===== config.mk =====
export PLATFORM = sky130hd
export DESIGN_NAME = cos_sequencer
export DESIGN_NICKNAME = d
export VERILOG_FILES = /design/src/core/cos_sequencer.v
export VERILOG_INCLUDE_DIRS = /design/src /design/src/core
export SDC_FILE = /design/constraint.sdc
export NUM_CORES = 1
export LEC_CHECK = 0
export BUFFER_PORTS_ARGS = -buffer_cell sky130_fd_sc_hd__buf_4
export CORE_ASPECT_RATIO = 0.75
export CORE_UTILIZATION = 45
export DETAILED_ROUTE_END_ITERATION = 8
export SYNTH_ARGS = -nofsm -noshare
export SYNTH_HDL_FRONTEND = slang
export SYNTH_SLANG_ARGS = --single-unit
export TNS_END_PERCENT = 100

===== constraint.sdc =====
create_clock -name CLK_SYS_IN -period 32.4 [get_ports CLK_SYS_IN]
set_clock_uncertainty 0.1 [all_clocks]
set_input_delay 3.24 -clock CLK_SYS_IN [delete_from_list [all_inputs] [get_ports CLK_SYS_IN]]
set_output_delay 3.24 -clock CLK_SYS_IN [all_outputs]
set_load 0.005 [all_outputs]

===== src/core/cos_defs.vh =====
`ifndef COS_DEFS_VH
`define COS_DEFS_VH

// Controller clock
`define COS_CLK_MHZ 20

// Command codes
`define COS_CMD_ONOFF_CFG 8'h02
`define COS_CMD_VOUT_TGT 8'h21
`define COS_CMD_OUTPUT_VOLTAGE_TRIM 8'h22
`define COS_CMD_OT_WARN 8'h51
`define COS_CMD_TON_DLY 8'h60
`define COS_CMD_TURN_ON_RISE_TIME 8'h61
`define COS_CMD_TOFF_DLY 8'h64
`define COS_CMD_TURN_OFF_FALL_TIME 8'h65
`define COS_CMD_SINK_LIM 8'h66
`define COS_CMD_STATUS 8'h7e

// Field positions
`define COS_SOFT_STOP_BIT 0

// Reset values
`define COS_ONOFF_RST 8'h00
`define COS_VOUT_RST 16'h3000
`define COS_TRIM_RST 16'h0000
`define COS_OT_WARN_RST 16'h0064
`define COS_TON_DLY_RST 16'h0000
`define COS_RISE_RST 16'h2710
`define COS_TOFF_DLY_RST 16'h0000
`define COS_FALL_RST 16'h2710
`define COS_SINK_LIM_RST 16'h2710

// Timing
`define COS_RC_MIN_US 150
`define COS_RC_DEB_CYC (`COS_RC_MIN_US * `COS_CLK_MHZ)
`define COS_BOOT_MS 15
`define COS_BOOT_CYC (`COS_BOOT_MS * 1000 * `COS_CLK_MHZ)

// Sequencer states
`define COS_S_BOOT 3'd0
`define COS_S_OFF 3'd1
`define COS_S_ONDLY 3'd2
`define COS_S_RISE 3'd3
`define COS_S_REG 3'd4
`define COS_S_OFFDLY 3'd5
`define COS_S_FALL 3'd6

`endif


===== src/core/cos_sequencer.v =====
`include "cos_defs.vh"

module cos_sequencer #(
    parameter [18:0] BOOT_CYCLES = `COS_BOOT_CYC,
    parameter [15:0] VIN_ON = 16'h0800,
    parameter [15:0] VIN_OFF = 16'h0700,
    parameter [15:0] VIN_OV = 16'h0f00,
    parameter [15:0] VIN_UV = 16'h0600,
    parameter [15:0] VOUT_OV = 16'h4000,
    parameter [15:0] VOUT_MAX = 16'h3800,
    parameter [15:0] VOUT_MIN = 16'h2000,
    parameter [15:0] OT_FAULT = 16'h0078,
    parameter [15:0] UT_FAULT = 16'h0010,
    parameter [15:0] UT_CLEAR = 16'h0014,
    parameter UT_SHUTDOWN = 0
) (
    // Clock and reset
    input wire CLK_SYS_IN,
    input wire RESETN_IN,
    // Command port
    input wire CMD_WR_IN,
    input wire CMD_RD_IN,
    input wire [7:0] CMD_CODE_IN,
    input wire [15:0] CMD_WDATA_IN,
    output reg [15:0] CMD_RDATA_OUT,
    output reg CMD_ACK_OUT,
    output reg CMD_ERR_OUT,
    // Monitors and control pins
    input wire REMOTE_ONOFF_PIN_IN,
    input wire [1:0] MARGIN_IN,
    input wire [15:0] VIN_MON_IN,
    input wire [15:0] VOUT_MON_IN,
    input wire [15:0] TEMP_MON_IN,
    // Power stage control and status
    output reg REG_EN_OUT,
    output reg SINK_EN_OUT,
    output reg [15:0] VREF_OUT,
    output reg [2:0] STATE_OUT,
    output reg [4:0] FAULT_OUT
);

    localparam [11:0] RC_DEB = `COS_RC_DEB_CYC;

    reg [7:0] on_off_configuration;
    reg [15:0] output_voltage_target;
    reg [15:0] output_voltage_trim;
    reg [15:0] over_temp_warning_limit;
    reg [15:0] turn_on_delay;
    reg [15:0] turn_on_rise_time;
    reg [15:0] turn_off_delay;
    reg [15:0] turn_off_fall_time;
    reg [15:0] prebias_sink_time_limit;

    reg rc_s1;
    reg rc_s2;
    reg rc_stable;
    reg [11:0] deb_cnt;
    reg vin_ok;
    reg ot;
    reg ut;
    reg vin_ov;
    reg vin_uv;
    reg vout_ov;
    reg [18:0] boot_cnt;
    reg [21:0] tmr;
    reg [21:0] dly_lat;
    reg [21:0] rise_lat;
    reg [21:0] fall_lat;
    reg [21:0] snk_lat;
    reg [21:0] snk_tmr;
    reg [21:0] dur;
    reg [22:0] acc;
    reg [15:0] span;
    reg [15:0] goal;
    reg dir_up;
    reg [15:0] status_word;
    reg [15:0] rd_data;
    reg rd_hit;

    wire [15:0] nom = output_voltage_target + output_voltage_trim;
    wire [15:0] tenth = nom / 16'd10;
    wire [16:0] up_sum = {1'b0, nom} + {1'b0, tenth};
    wire [16:0] dn_dif = {1'b0, nom} - {1'b0, tenth};
    reg [15:0] target;

    // Microseconds to clock cycles, times twenty
    function [21:0] us2cyc;
        input [15:0] us;
        begin
            us2cyc = {2'b00, us, 4'h0} + {4'h0, us, 2'b00};
        end
    endfunction

    wire [22:0] acc_sum = acc + {7'h00, span};
    wire step = (acc_sum >= {1'b0, dur});
    wire at_goal = (VREF_OUT == goal);
    wire rc_on = ~rc_stable;
    wire fault_any = ot | vin_ov | vin_uv | vout_ov | (ut & (UT_SHUTDOWN != 0));
    wire run_ok = vin_ok & rc_on & ~fault_any;
    wire soft_stop = on_off_configuration[`COS_SOFT_STOP_BIT];

    always @* begin
        target = nom;
        if (MARGIN_IN == 2'b01) begin
            if (up_sum > {1'b0, VOUT_MAX}) begin
                target = VOUT_MAX;
            end else begin
                target = up_sum[15:0];
            end
        end else if (MARGIN_IN == 2'b10) begin
            if (dn_dif[16] || dn_dif[15:0] < VOUT_MIN) begin
                target = VOUT_MIN;
            end else begin
                target = dn_dif[15:0];
            end
        end
    end

    always @* begin
        status_word = {6'h00, STATE_OUT, vin_ok, rc_on, FAULT_OUT};
        rd_hit = 1'b1;
        case (CMD_CODE_IN)
            `COS_CMD_ONOFF_CFG: rd_data = {8'h00, on_off_configuration};
            `COS_CMD_VOUT_TGT: rd_data = output_voltage_target;
            `COS_CMD_OUTPUT_VOLTAGE_TRIM: rd_data = output_voltage_trim;
            `COS_CMD_OT_WARN: rd_data = over_temp_warning_limit;
            `COS_CMD_TON_DLY: rd_data = turn_on_delay;
            `COS_CMD_TURN_ON_RISE_TIME: rd_data = turn_on_rise_time;
            `COS_CMD_TOFF_DLY: rd_data = turn_off_delay;
            `COS_CMD_TURN_OFF_FALL_TIME: rd_data = turn_off_fall_time;
            `COS_CMD_SINK_LIM: rd_data = prebias_sink_time_limit;
            `COS_CMD_STATUS: rd_data = status_word;
            default: begin
                rd_data = 16'h0000;
                rd_hit = 1'b0;
            end
        endcase
    end

    // Command writes and reads
    always @(posedge CLK_SYS_IN or negedge RESETN_IN) begin
        if (!RESETN_IN) begin
            on_off_configuration <= `COS_ONOFF_RST;
            output_voltage_target <= `COS_VOUT_RST;
            output_voltage_trim <= `COS_TRIM_RST;
            over_temp_warning_limit <= `COS_OT_WARN_RST;
            turn_on_delay <= `COS_TON_DLY_RST;
            turn_on_rise_time <= `COS_RISE_RST;
            turn_off_delay <= `COS_TOFF_DLY_RST;
            turn_off_fall_time <= `COS_FALL_RST;
            prebias_sink_time_limit <= `COS_SINK_LIM_RST;
            CMD_RDATA_OUT <= 16'h0000;
            CMD_ACK_OUT <= 1'b0;
            CMD_ERR_OUT <= 1'b0;
        end else begin
            CMD_ACK_OUT <= (CMD_WR_IN | CMD_RD_IN) & rd_hit;
            CMD_ERR_OUT <= (CMD_WR_IN | CMD_RD_IN) & ~rd_hit;
            if (CMD_RD_IN) begin
                CMD_RDATA_OUT <= rd_data;
            end
            if (CMD_WR_IN) begin
                case (CMD_CODE_IN)
                    `COS_CMD_ONOFF_CFG: begin
                        on_off_configuration <= CMD_WDATA_IN[7:0];
                    end
                    `COS_CMD_VOUT_TGT: output_voltage_target <= CMD_WDATA_IN;
                    `COS_CMD_OUTPUT_VOLTAGE_TRIM: output_voltage_trim <= CMD_WDATA_IN;
                    `COS_CMD_OT_WARN: over_temp_warning_limit <= CMD_WDATA_IN;
                    `COS_CMD_TON_DLY: turn_on_delay <= CMD_WDATA_IN;
                    `COS_CMD_TURN_ON_RISE_TIME: turn_on_rise_time <= CMD_WDATA_IN;
                    `COS_CMD_TOFF_DLY: turn_off_delay <= CMD_WDATA_IN;
                    `COS_CMD_TURN_OFF_FALL_TIME: turn_off_fall_time <= CMD_WDATA_IN;
                    `COS_CMD_SINK_LIM: prebias_sink_time_limit <= CMD_WDATA_IN;
                    default: ;
                endcase
            end
        end
    end

    // Remote pin conditioning and monitor faults
    always @(posedge CLK_SYS_IN or negedge RESETN_IN) begin
        if (!RESETN_IN) begin
            rc_s1 <= 1'b1;
            rc_s2 <= 1'b1;
            rc_stable <= 1'b1;
            deb_cnt <= 12'h000;
            vin_ok <= 1'b0;
            ot <= 1'b0;
            ut <= 1'b0;
            vin_ov <= 1'b0;
            vin_uv <= 1'b0;
            vout_ov <= 1'b0;
            FAULT_OUT <= 5'h00;
        end else begin
            rc_s1 <= REMOTE_ONOFF_PIN_IN;
            rc_s2 <= rc_s1;
            if (rc_s2 == rc_stable) begin
                deb_cnt <= 12'h000;
            end else if (deb_cnt == RC_DEB - 12'h001) begin
                rc_stable <= rc_s2;
                deb_cnt <= 12'h000;
            end else begin
                deb_cnt <= deb_cnt + 12'h001;
            end
            if (VIN_MON_IN >= VIN_ON) begin
                vin_ok <= 1'b1;
            end else if (VIN_MON_IN < VIN_OFF) begin
                vin_ok <= 1'b0;
            end
            if (TEMP_MON_IN > OT_FAULT) begin
                ot <= 1'b1;
            end else if (TEMP_MON_IN < over_temp_warning_limit) begin
                ot <= 1'b0;
            end
            if (TEMP_MON_IN < UT_FAULT) begin
                ut <= 1'b1;
            end else if (TEMP_MON_IN >= UT_CLEAR) begin
                ut <= 1'b0;
            end
            vin_ov <= (VIN_MON_IN > VIN_OV);
            vin_uv <= (VIN_MON_IN < VIN_UV);
            vout_ov <= (VOUT_MON_IN > VOUT_OV);
            FAULT_OUT <= {vout_ov, vin_uv, vin_ov, ut, ot};
        end
    end

    // Sequencer
    always @(posedge CLK_SYS_IN or negedge RESETN_IN) begin
        if (!RESETN_IN) begin
            STATE_OUT <= `COS_S_BOOT;
            REG_EN_OUT <= 1'b0;
            SINK_EN_OUT <= 1'b0;
            VREF_OUT <= 16'h0000;
            boot_cnt <= 19'h00000;
            tmr <= 22'h000000;
            dly_lat <= 22'h000000;
            rise_lat <= 22'h000000;
            fall_lat <= 22'h000000;
            snk_lat <= 22'h000000;
            snk_tmr <= 22'h000000;
            dur <= 22'h000000;
            acc <= 23'h000000;
            span <= 16'h0000;
            goal <= 16'h0000;
            dir_up <= 1'b1;
        end else if (fault_any && STATE_OUT != `COS_S_BOOT) begin
            STATE_OUT <= `COS_S_OFF;
            REG_EN_OUT <= 1'b0;
            SINK_EN_OUT <= 1'b0;
            VREF_OUT <= 16'h0000;
        end else begin
            case (STATE_OUT)
                `COS_S_BOOT: begin
                    if (boot_cnt == BOOT_CYCLES - 19'h00001) begin
                        STATE_OUT <= `COS_S_OFF;
                    end else begin
                        boot_cnt <= boot_cnt + 19'h00001;
                    end
                end
                `COS_S_OFF: begin
                    REG_EN_OUT <= 1'b0;
                    SINK_EN_OUT <= 1'b0;
                    VREF_OUT <= 16'h0000;
                    if (run_ok) begin
                        tmr <= 22'h000000;
                        dly_lat <= us2cyc(turn_on_delay);
                        rise_lat <= us2cyc(turn_on_rise_time);
                        snk_lat <= us2cyc(prebias_sink_time_limit);
                        STATE_OUT <= `COS_S_ONDLY;
                    end
                end
                `COS_S_ONDLY: begin
                    if (!run_ok) begin
                        STATE_OUT <= `COS_S_OFF;
                    end else if (tmr >= dly_lat) begin
                        VREF_OUT <= VOUT_MON_IN;
                        goal <= target;
                        acc <= 23'h000000;
                        dur <= rise_lat;
                        snk_tmr <= 22'h000000;
                        REG_EN_OUT <= 1'b1;
                        STATE_OUT <= `COS_S_RISE;
                        if (VOUT_MON_IN > target) begin
                            dir_up <= 1'b0;
                            span <= VOUT_MON_IN - target;
                            SINK_EN_OUT <= 1'b1;
                        end else begin
                            dir_up <= 1'b1;
                            span <= target - VOUT_MON_IN;
                            SINK_EN_OUT <= 1'b0;
                        end
                    end else begin
                        tmr <= tmr + 22'h000001;
                    end
                end
                `COS_S_RISE, `COS_S_FALL: begin
                    if (STATE_OUT == `COS_S_RISE && !run_ok) begin
                        if (soft_stop) begin
                            tmr <= 22'h000000;
                            dly_lat <= us2cyc(turn_off_delay);
                            fall_lat <= us2cyc(turn_off_fall_time);
                            SINK_EN_OUT <= 1'b1;
                            STATE_OUT <= `COS_S_OFFDLY;
                        end else begin
                            REG_EN_OUT <= 1'b0;
                            SINK_EN_OUT <= 1'b0;
                            VREF_OUT <= 16'h0000;
                            STATE_OUT <= `COS_S_OFF;
                        end
                    end else if (at_goal) begin
                        if (STATE_OUT == `COS_S_RISE) begin
                            SINK_EN_OUT <= 1'b1;
                            STATE_OUT <= `COS_S_REG;
                        end else begin
                            REG_EN_OUT <= 1'b0;
                            SINK_EN_OUT <= 1'b0;
                            STATE_OUT <= `COS_S_OFF;
                        end
                    end else begin
                        if (dur == 22'h000000) begin
                            VREF_OUT <= goal;
                        end else if (step) begin
                            acc <= acc_sum - {1'b0, dur};
                            if (dir_up) begin
                                VREF_OUT <= VREF_OUT + 16'h0001;
                            end else begin
                                VREF_OUT <= VREF_OUT - 16'h0001;
                            end
                        end else begin
                            acc <= acc_sum;
                        end
                        if (STATE_OUT == `COS_S_RISE && !dir_up) begin
                            snk_tmr <= snk_tmr + 22'h000001;
                            if (snk_tmr >= snk_lat) begin
                                SINK_EN_OUT <= 1'b0;
                            end
                        end
                    end
                end
                `COS_S_REG: begin
                    // Target edits apply as a step
                    VREF_OUT <= target;
                    if (!run_ok) begin
                        if (soft_stop) begin
                            tmr <= 22'h000000;
                            dly_lat <= us2cyc(turn_off_delay);
                            fall_lat <= us2cyc(turn_off_fall_time);
                            STATE_OUT <= `COS_S_OFFDLY;
                        end else begin
                            REG_EN_OUT <= 1'b0;
                            SINK_EN_OUT <= 1'b0;
                            VREF_OUT <= 16'h0000;
                            STATE_OUT <= `COS_S_OFF;
                        end
                    end
                end
                `COS_S_OFFDLY: begin
                    if (tmr >= dly_lat) begin
                        // delay done, ramp to 0 V
                        goal <= 16'h0000;
                        span <= VREF_OUT;
                        dur <= fall_lat;
                        acc <= 23'h000000;
                        dir_up <= 1'b0;
                        STATE_OUT <= `COS_S_FALL;
                    end else begin
                        tmr <= tmr + 22'h000001;
                    end
                end
                default: STATE_OUT <= `COS_S_OFF;
            endcase
        end
    end

endmodule // cos_sequencer


==> results of run 1 <==
-- per-stage QoR --
stage | instance area, µm² | instances
after floorplan | 30100 | 3395
after global placement | 31900 | 4283
after detailed placement | 31900 | 4283
after CTS | 33500 | 4370
after global routing | 33500 | 4371
final | 33500 | 4371
-- power by group --
group | switching (mW) | internal [mW]
Sequential | 0.0171 | 0.530
Clock | 0.229 | 0.334
Combinational | 0.278 | 0.176
Total | 0.524 | 1.04
-- cell usage in the layout (no fill, tap or decap), types with 24 or more instances in the layout --
cell type / n
sky130_fd_sc_hd__dfstp_2: 24
sky130_fd_sc_hd__and3_1: 48
sky130_fd_sc_hd__buf_4: 148
sky130_fd_sc_hd__nor3_1: 52
sky130_fd_sc_hd__nand2b_1: 24
sky130_fd_sc_hd__nand2_1: 318
sky130_fd_sc_hd__a221oi_1: 29
sky130_fd_sc_hd__mux2i_1: 74
sky130_fd_sc_hd__o21bai_1: 58
sky130_fd_sc_hd__nor2_1: 216
sky130_fd_sc_hd__nor4_1: 29
sky130_fd_sc_hd__ha_1: 250
sky130_fd_sc_hd__inv_1: 256
sky130_fd_sc_hd__xnor2_1: 154
sky130_fd_sc_hd__nand3_1: 72
sky130_fd_sc_hd__mux2_2: 150
sky130_fd_sc_hd__clkbuf_16: 49
sky130_fd_sc_hd__xor2_1: 42
sky130_fd_sc_hd__o21ai_0: 335
sky130_fd_sc_hd__nor2b_1: 24
sky130_fd_sc_hd__dfrtp_1: 391
sky130_fd_sc_hd__a21oi_1: 191
sky130_fd_sc_hd__o211ai_1: 29
sky130_fd_sc_hd__nand4_1: 39
sky130_fd_sc_hd__o21a_1: 31
sky130_fd_sc_hd__a21o_1: 80
-- worst max-delay path, delay by kind of cell, from the launching register on --
kind,cells,cell delay (ns)
buffers and inverters,4,1.11
DFF,1,0.39
xor gates and xnor gates,3,1.11
and+or+nand+nor,9,1.82
adders and majority gates,5,1.86
muxes,2,0.71
AOI/OAI and AO/OA,37,9.72
-- final timing paths --
path	end	cells after the start
worst min-delay path	rc_s2	0
worst max register to register	span[11]	60
worst min register to register	rc_s2	0
worst max-delay path	span[11]	60
min in group asynchronous	VREF_OUT[8]	1
max in group asynchronous	turn_off_fall_time[15]	3
-- cell families after synthesis --
family	Yosys count	share of synthesized area, %
AOI/OAI and AO/OA	993	21.2
xor gates and xnor gates	197	5.77
adders and majority gates	267	11.4
buffers and inverters	395	4.97
DFF	415	34.6
muxes	224	8.06
and+or+nand+nor	904	14.1
-- sequential cells by signal, indices dropped and copies added, names as in the netlist, 16 cells and up --
signal                   flops
turn_off_fall_time          16
turn_on_delay               16
fall_lat                    19
output_voltage_target       16
span                        16
over_temp_warning_limit     16
dly_lat                     19
turn_off_delay              16
output_voltage_trim         16
goal                        16
acc                         23
snk_tmr                     22
tmr                         22
CMD_RDATA_OUT               16
dur                         19
VREF_OUT                    16
rise_lat                    19
turn_on_rise_time           16
prebias_sink_time_limit     16
boot_cnt                    19
snk_lat                     19
-- routing by layer --
| layer | vias to the layer above | global-route usage, % | wire length [µm] |
|---|---|---|---|
| li1 | 12300 | - | - |
| met1 | 12900 | 43.4 | 46800 |
| met2 | 1052 | 41.4 | 40000 |
| met3 | 109 | 4.94 | 7760 |
| met4 | 0 | 6.47 | 1980 |
| met5 | - | 0 | 0 |
-- final cells by class --
class / count / area, µm²
inverters: 262 / 986
fillers: 6139 / 32100
flip-flops and latches: 415 / 10400
repair buffers: 151 / 1160
clock buffers: 67 / 1400
well taps: 871 / 1090
clock inverters: 20 / 223
multi-input cells: 2585 / 18300
==> flow_summary.json, run 1 <==
{
  "final_critical_path_setup_slack_ns": 15.42,
  "grt_overflow_total": 0,
  "num_antenna_cells": 0,
  "first_pass_iters": 5,
  "vias": 26400,
  "rsz0062_at_grt": "false",
  "timing_hold_violations_final": 0,
  "post_synth.cell_area_avg_um2": 8.88,
  "clk_latency_ns": 0.59,
  "grt_pass1_vias": 25700,
  "cts_repair_resize_count": 0,
  "max_freq_mhz": 58.9,
  "ys_top_cells_by_count": "391 x sky130_fd_sc_hd__dfrtp_1, 336 x sky130_fd_sc_hd__o21ai_0, 319 x sky130_fd_sc_hd__nand2_1",
  "timing.critical_path.required_ns": 32.73,
  "num_rows": 81,
  "power.static_leakage_nw": 15.4,
  "floorplan.core_area_mm2": 0.0657,
  "grt_antenna_before_repair": 0,
  "grt_max_degree": 159,
  "final-max-slew-violation-count": 0,
  "power.ir.vdd_worst_v": 0.0000443,
  "finalSetupViolCount": 0,
  "fin_crit_sh_pct": 52.4,
  "worstSetupStartpoint": "output_voltage_target[0]",
  "grt.total_usage_pct": 28.5,
  "hp-start": "rc_s1",
  "worstMarginPinSlew_ns": 1.31,
  "synth_area_leaders": "sky130_fd_sc_hd__dfrtp_1 32%, sky130_fd_sc_hd__ha_1 10%, sky130_fd_sc_hd__mux2_2 5.6%",
  "nNetsFinal": 3804,
  "number_of_top_level_design_ports": 123,
  "worst_hold_slack_ns": 0.248,
  "synthDominantAreaCellType": "sky130_fd_sc_hd__dfrtp_1",
  "layout-drive-gt1-share_pct": 13.1,
  "dp_hpwl_um": 73400,
  "die-height_um": 226,
  "critical_path.most_common_cell": "sky130_fd_sc_hd__a21oi_1",
  "run_status": "complete, no violations",
  "critPathLaunchType": "flip-flop",
  "drt_first_iter_violations": 2510,
  "cts_tree": "done",
  "route.detailed.wl_per_inst_um": 22.1,
  "drc": 0,
  "yosys.cell_types.count": 93,
  "post_synth_arst_share_pct": 100,
  "placement.setup.worst_slack_ns": 15.77,
  "synth.yosys.seq_area_share_pct": 34.6,
  "postSynthCellCount": 3395,
  "synth_top_area_share_pct": 32.5,
  "fin_util_pct": 51.1,
  "rr_startpoint": "output_voltage_target[0]",
  "synth-edff-count": 0,
  "via_per_inst": 6.04,
  "critical_path_peak_fanout": 19,
  "cts_setup_buffers": 0,
  "post_route_total_power_mw": 1.56,
  "yosysMostFrequentCell": "sky130_fd_sc_hd__dfrtp_1",
  "ys_ff_latch": 415,
  "maxCapViolCount": 0,
  "die_x_um": 301,
  "tritoncts.num_buffers": 47,
  "die_area_mm2": 0.0680,
  "critPathArrivalTime_ns": 17.32,
  "cts_sinks": 415,
  "area_growth_pct": 11.3,
  "kind_of_capture_point_of_the_worst_setup_path": "flip-flop",
  "synthesis.area_mm2": 0.0301,
  "synth_fp_nets": 3737,
  "ys.flop_type": "sky130_fd_sc_hd__dfrtp_1",
  "drt-total-wl_um": 96500,
  "setup-tns-final_ns": 0,
  "cts.hold.buffers_added": 0,
  "cpPeakStageDelay_ns": 0.92,
  "floorplan.initialDensity_pct": 45.9,
  "clock_path_buffers": 3,
  "worst_path_max_delay_cell": "sky130_fd_sc_hd__a211oi_1",
  "max-slew-margin-rel_pct": 12.1,
  "post-route-min-period_ns": 16.98,
  "pwr_density_cell_mw_per_mm2": 46.6,
  "synth_warnings": 0,
  "reg2reg_slack_ns": 15.42,
  "crit_type": "reg2reg",
  "grt_pass1_wl_um": 151000,
  "drt.antenna.violating_nets": 0,
  "htree_num_levels": 2,
  "place.gp.congestion": 0.973,
  "hold_removal_path_class": "reg2reg",
  "io_buffer_count": 122,
  "clkSlewWorstSetupHoldPaths_ns": 0.06,
  "cts-root-buf": "sky130_fd_sc_hd__clkbuf_16"
}
No activity file was read; power rests on OpenSTA's default activity.
==> run 2, diff against run 1 <==
==> constraint.sdc (replaced) <==
create_clock -name CLK_SYS_IN -period 15.7 [get_ports CLK_SYS_IN]
set_clock_uncertainty 0.1 [all_clocks]
set_input_delay 1.57 -clock CLK_SYS_IN [delete_from_list [all_inputs] [get_ports CLK_SYS_IN]]
set_output_delay 1.57 -clock CLK_SYS_IN [all_outputs]
set_load 0.005 [all_outputs]
==> flow_summary.json, run 2 (synthesis results as in run 1) <==
{
  "finalSetupViolCount": 0,
  "dp_hpwl_um": 73400,
  "max_freq_mhz": 66.9,
  "die-height_um": 226,
  "post-route-min-period_ns": 14.94,
  "max_flop_register": "acc",
  "num_rows": 81,
  "grt_antenna_before_repair": 0,
  "flip_flop_count_of_the_largest_register_all_copies_and_words_added": 23,
  "htree_num_levels": 2,
  "nNetsFinal": 3819,
  "grt_pass1_vias": 25100,
  "pwr_density_cell_mw_per_mm2": 96.0,
  "reg.largest.list": "acc (23), snk_tmr (22), tmr (22)",
  "final-max-slew-violation-count": 0,
  "number_of_top_level_design_ports": 123,
  "drt-total-wl_um": 96100,
  "first_pass_iters": 7,
  "io_buffer_count": 122,
  "num_antenna_cells": 0,
  "via_per_inst": 6.03,
  "run_status": "complete, no violations",
  "crit_type": "reg2reg",
  "worstMarginPinSlew_ns": 1.24,
  "clkSlewWorstSetupHoldPaths_ns": 0.06,
  "critPathLaunchType": "flip-flop",
  "cts_tree": "done",
  "final_cell_mix": "391 x sky130_fd_sc_hd__dfrtp_1, 335 x sky130_fd_sc_hd__o21ai_0, 317 x sky130_fd_sc_hd__nand2_1, 256 x sky130_fd_sc_hd__inv_1, 250 x sky130_fd_sc_hd__ha_1",
  "num-fill-cells": 6046,
  "die_area_mm2": 0.0680,
  "timing_hold_violations_final": 0,
  "kind_of_capture_point_of_the_worst_setup_path": "flip-flop",
  "grt_pass1_wl_um": 148000,
  "grt.total_usage_pct": 28.0,
  "vias": 26400,
  "place.gp.congestion": 0.939,
  "layoutNonFillerInstCount": 4385,
  "timing.critical_path.required_ns": 16.05,
  "critPathArrivalTime_ns": 15.29,
  "tritoncts.num_buffers": 45,
  "layout-drive-gt1-share_pct": 13.6,
  "floorplan.core_area_mm2": 0.0657,
  "worst_path_max_delay_cell": "sky130_fd_sc_hd__mux2i_1",
  "grt_overflow_total": 0,
  "clk_latency_ns": 0.59,
  "grt_max_degree": 103,
  "leading_cell_type_in_the_layout_fill_and_taps_excluded": "sky130_fd_sc_hd__dfrtp_1",
  "drt_first_iter_violations": 2589,
  "worst_hold_slack_ns": 0.268,
  "area_growth_pct": 11.7,
  "drc": 0,
  "cts.hold.buffers_added": 0,
  "die_x_um": 301,
  "power.static_leakage_nw": 15.5,
  "cpPeakStageDelay_ns": 0.74,
  "cts_sinks": 415,
  "floorplan.initialDensity_pct": 45.9,
  "power.ir.vdd_worst_v": 0.0000835,
  "clock_path_buffers": 3,
  "dp_cells": 4293,
  "maxCapViolCount": 0,
  "cts-root-buf": "sky130_fd_sc_hd__clkbuf_16",
  "fin_util_pct": 51.2,
  "drt.antenna.violating_nets": 0,
  "max-slew-margin-rel_pct": 17.4,
  "critical_path_peak_fanout": 15,
  "fin_crit_sh_pct": 95.2,
  "route.detailed.wl_per_inst_um": 21.9,
  "hold_removal_path_class": "reg2reg"
}
==> run 2: worst max-delay path, delay by kind of cell (launching register included) <==
| family | cells | cell delay [ns] |
|---|---|---|
| AO/OA/AOI/OAI | 40 | 9.41 |
| XOR/XNOR | 2 | 0.37 |
| adder cells (fa/ha/maj) | 4 | 1.53 |
| buffers and inverters | 3 | 0.43 |
| flip-flops | 1 | 0.40 |
| multiplexers | 1 | 0.74 |
| AND/OR/NAND/NOR | 9 | 1.81 |
==> run 2: cell type report <==
type	instances	area, µm²	share of cell area (%)
Multi-Input combinational cell	2585	18300	54.5
Sequential cell	415	10400	31.0
Clock buffer	70	1350	4.02
Timing Repair Buffer	168	1270	3.77
Tap cell	871	1090	3.24
Inverter	262	986	2.93
Clock inverter	14	188	0.558
==> run 2: power breakdown <==
part           internal [mW]  switching (mW)
combinational          0.383           0.593
clock                  0.661           0.463
sequential              1.09          0.0361
total                   2.14            1.09
==> run 2: routing by layer <==
metal  part of all wire (%)  global-route usage (%)
met5                      0                       0
met4                    1.9                    6.09
met3                    8.4                    5.79
met2                     41                    40.5
met1                     48                    42.3
==> run 2: path summary, 6_finish.rpt <==
| check | from | end | slack, ns | cells after the start |
|---|---|---|---|---|
| min in group asynchronous | RESETN_IN | span[5] | 0.87 | 1 |
| max in group asynchronous | RESETN_IN | snk_lat[11] | 11.54 | 4 |
| min | rc_s1 | rc_s2 | 0.27 | 0 |
| min reg2reg | rc_s1 | rc_s2 | 0.27 | 0 |
| max reg2reg | output_voltage_target[2] | span[14] | 0.76 | 59 |
| max | output_voltage_target[2] | span[14] | 0.76 | 59 |
==> run 2: per-stage QoR <==
stage	instance area [µm²]	worst slack (ns)	power, mW	TNS [ns]
global route	33600	-0.00813	3.38	-0.00813
finish	33600	0.758	3.23	0
detailed placement	32000	0.313	2.08	0
CTS	33500	0.217	3.21	0
floorplan	30100	2.70	1.78	0
global placement	32000	0.838	2.07	0
==> run 2: timing repair <==
| action | CTS | global route |
|---|---|---|
| resized for setup | 0 | 17 |
| endpoints found under the setup margin | 0 | 17 |
| buffers inserted | 0 | 8 |
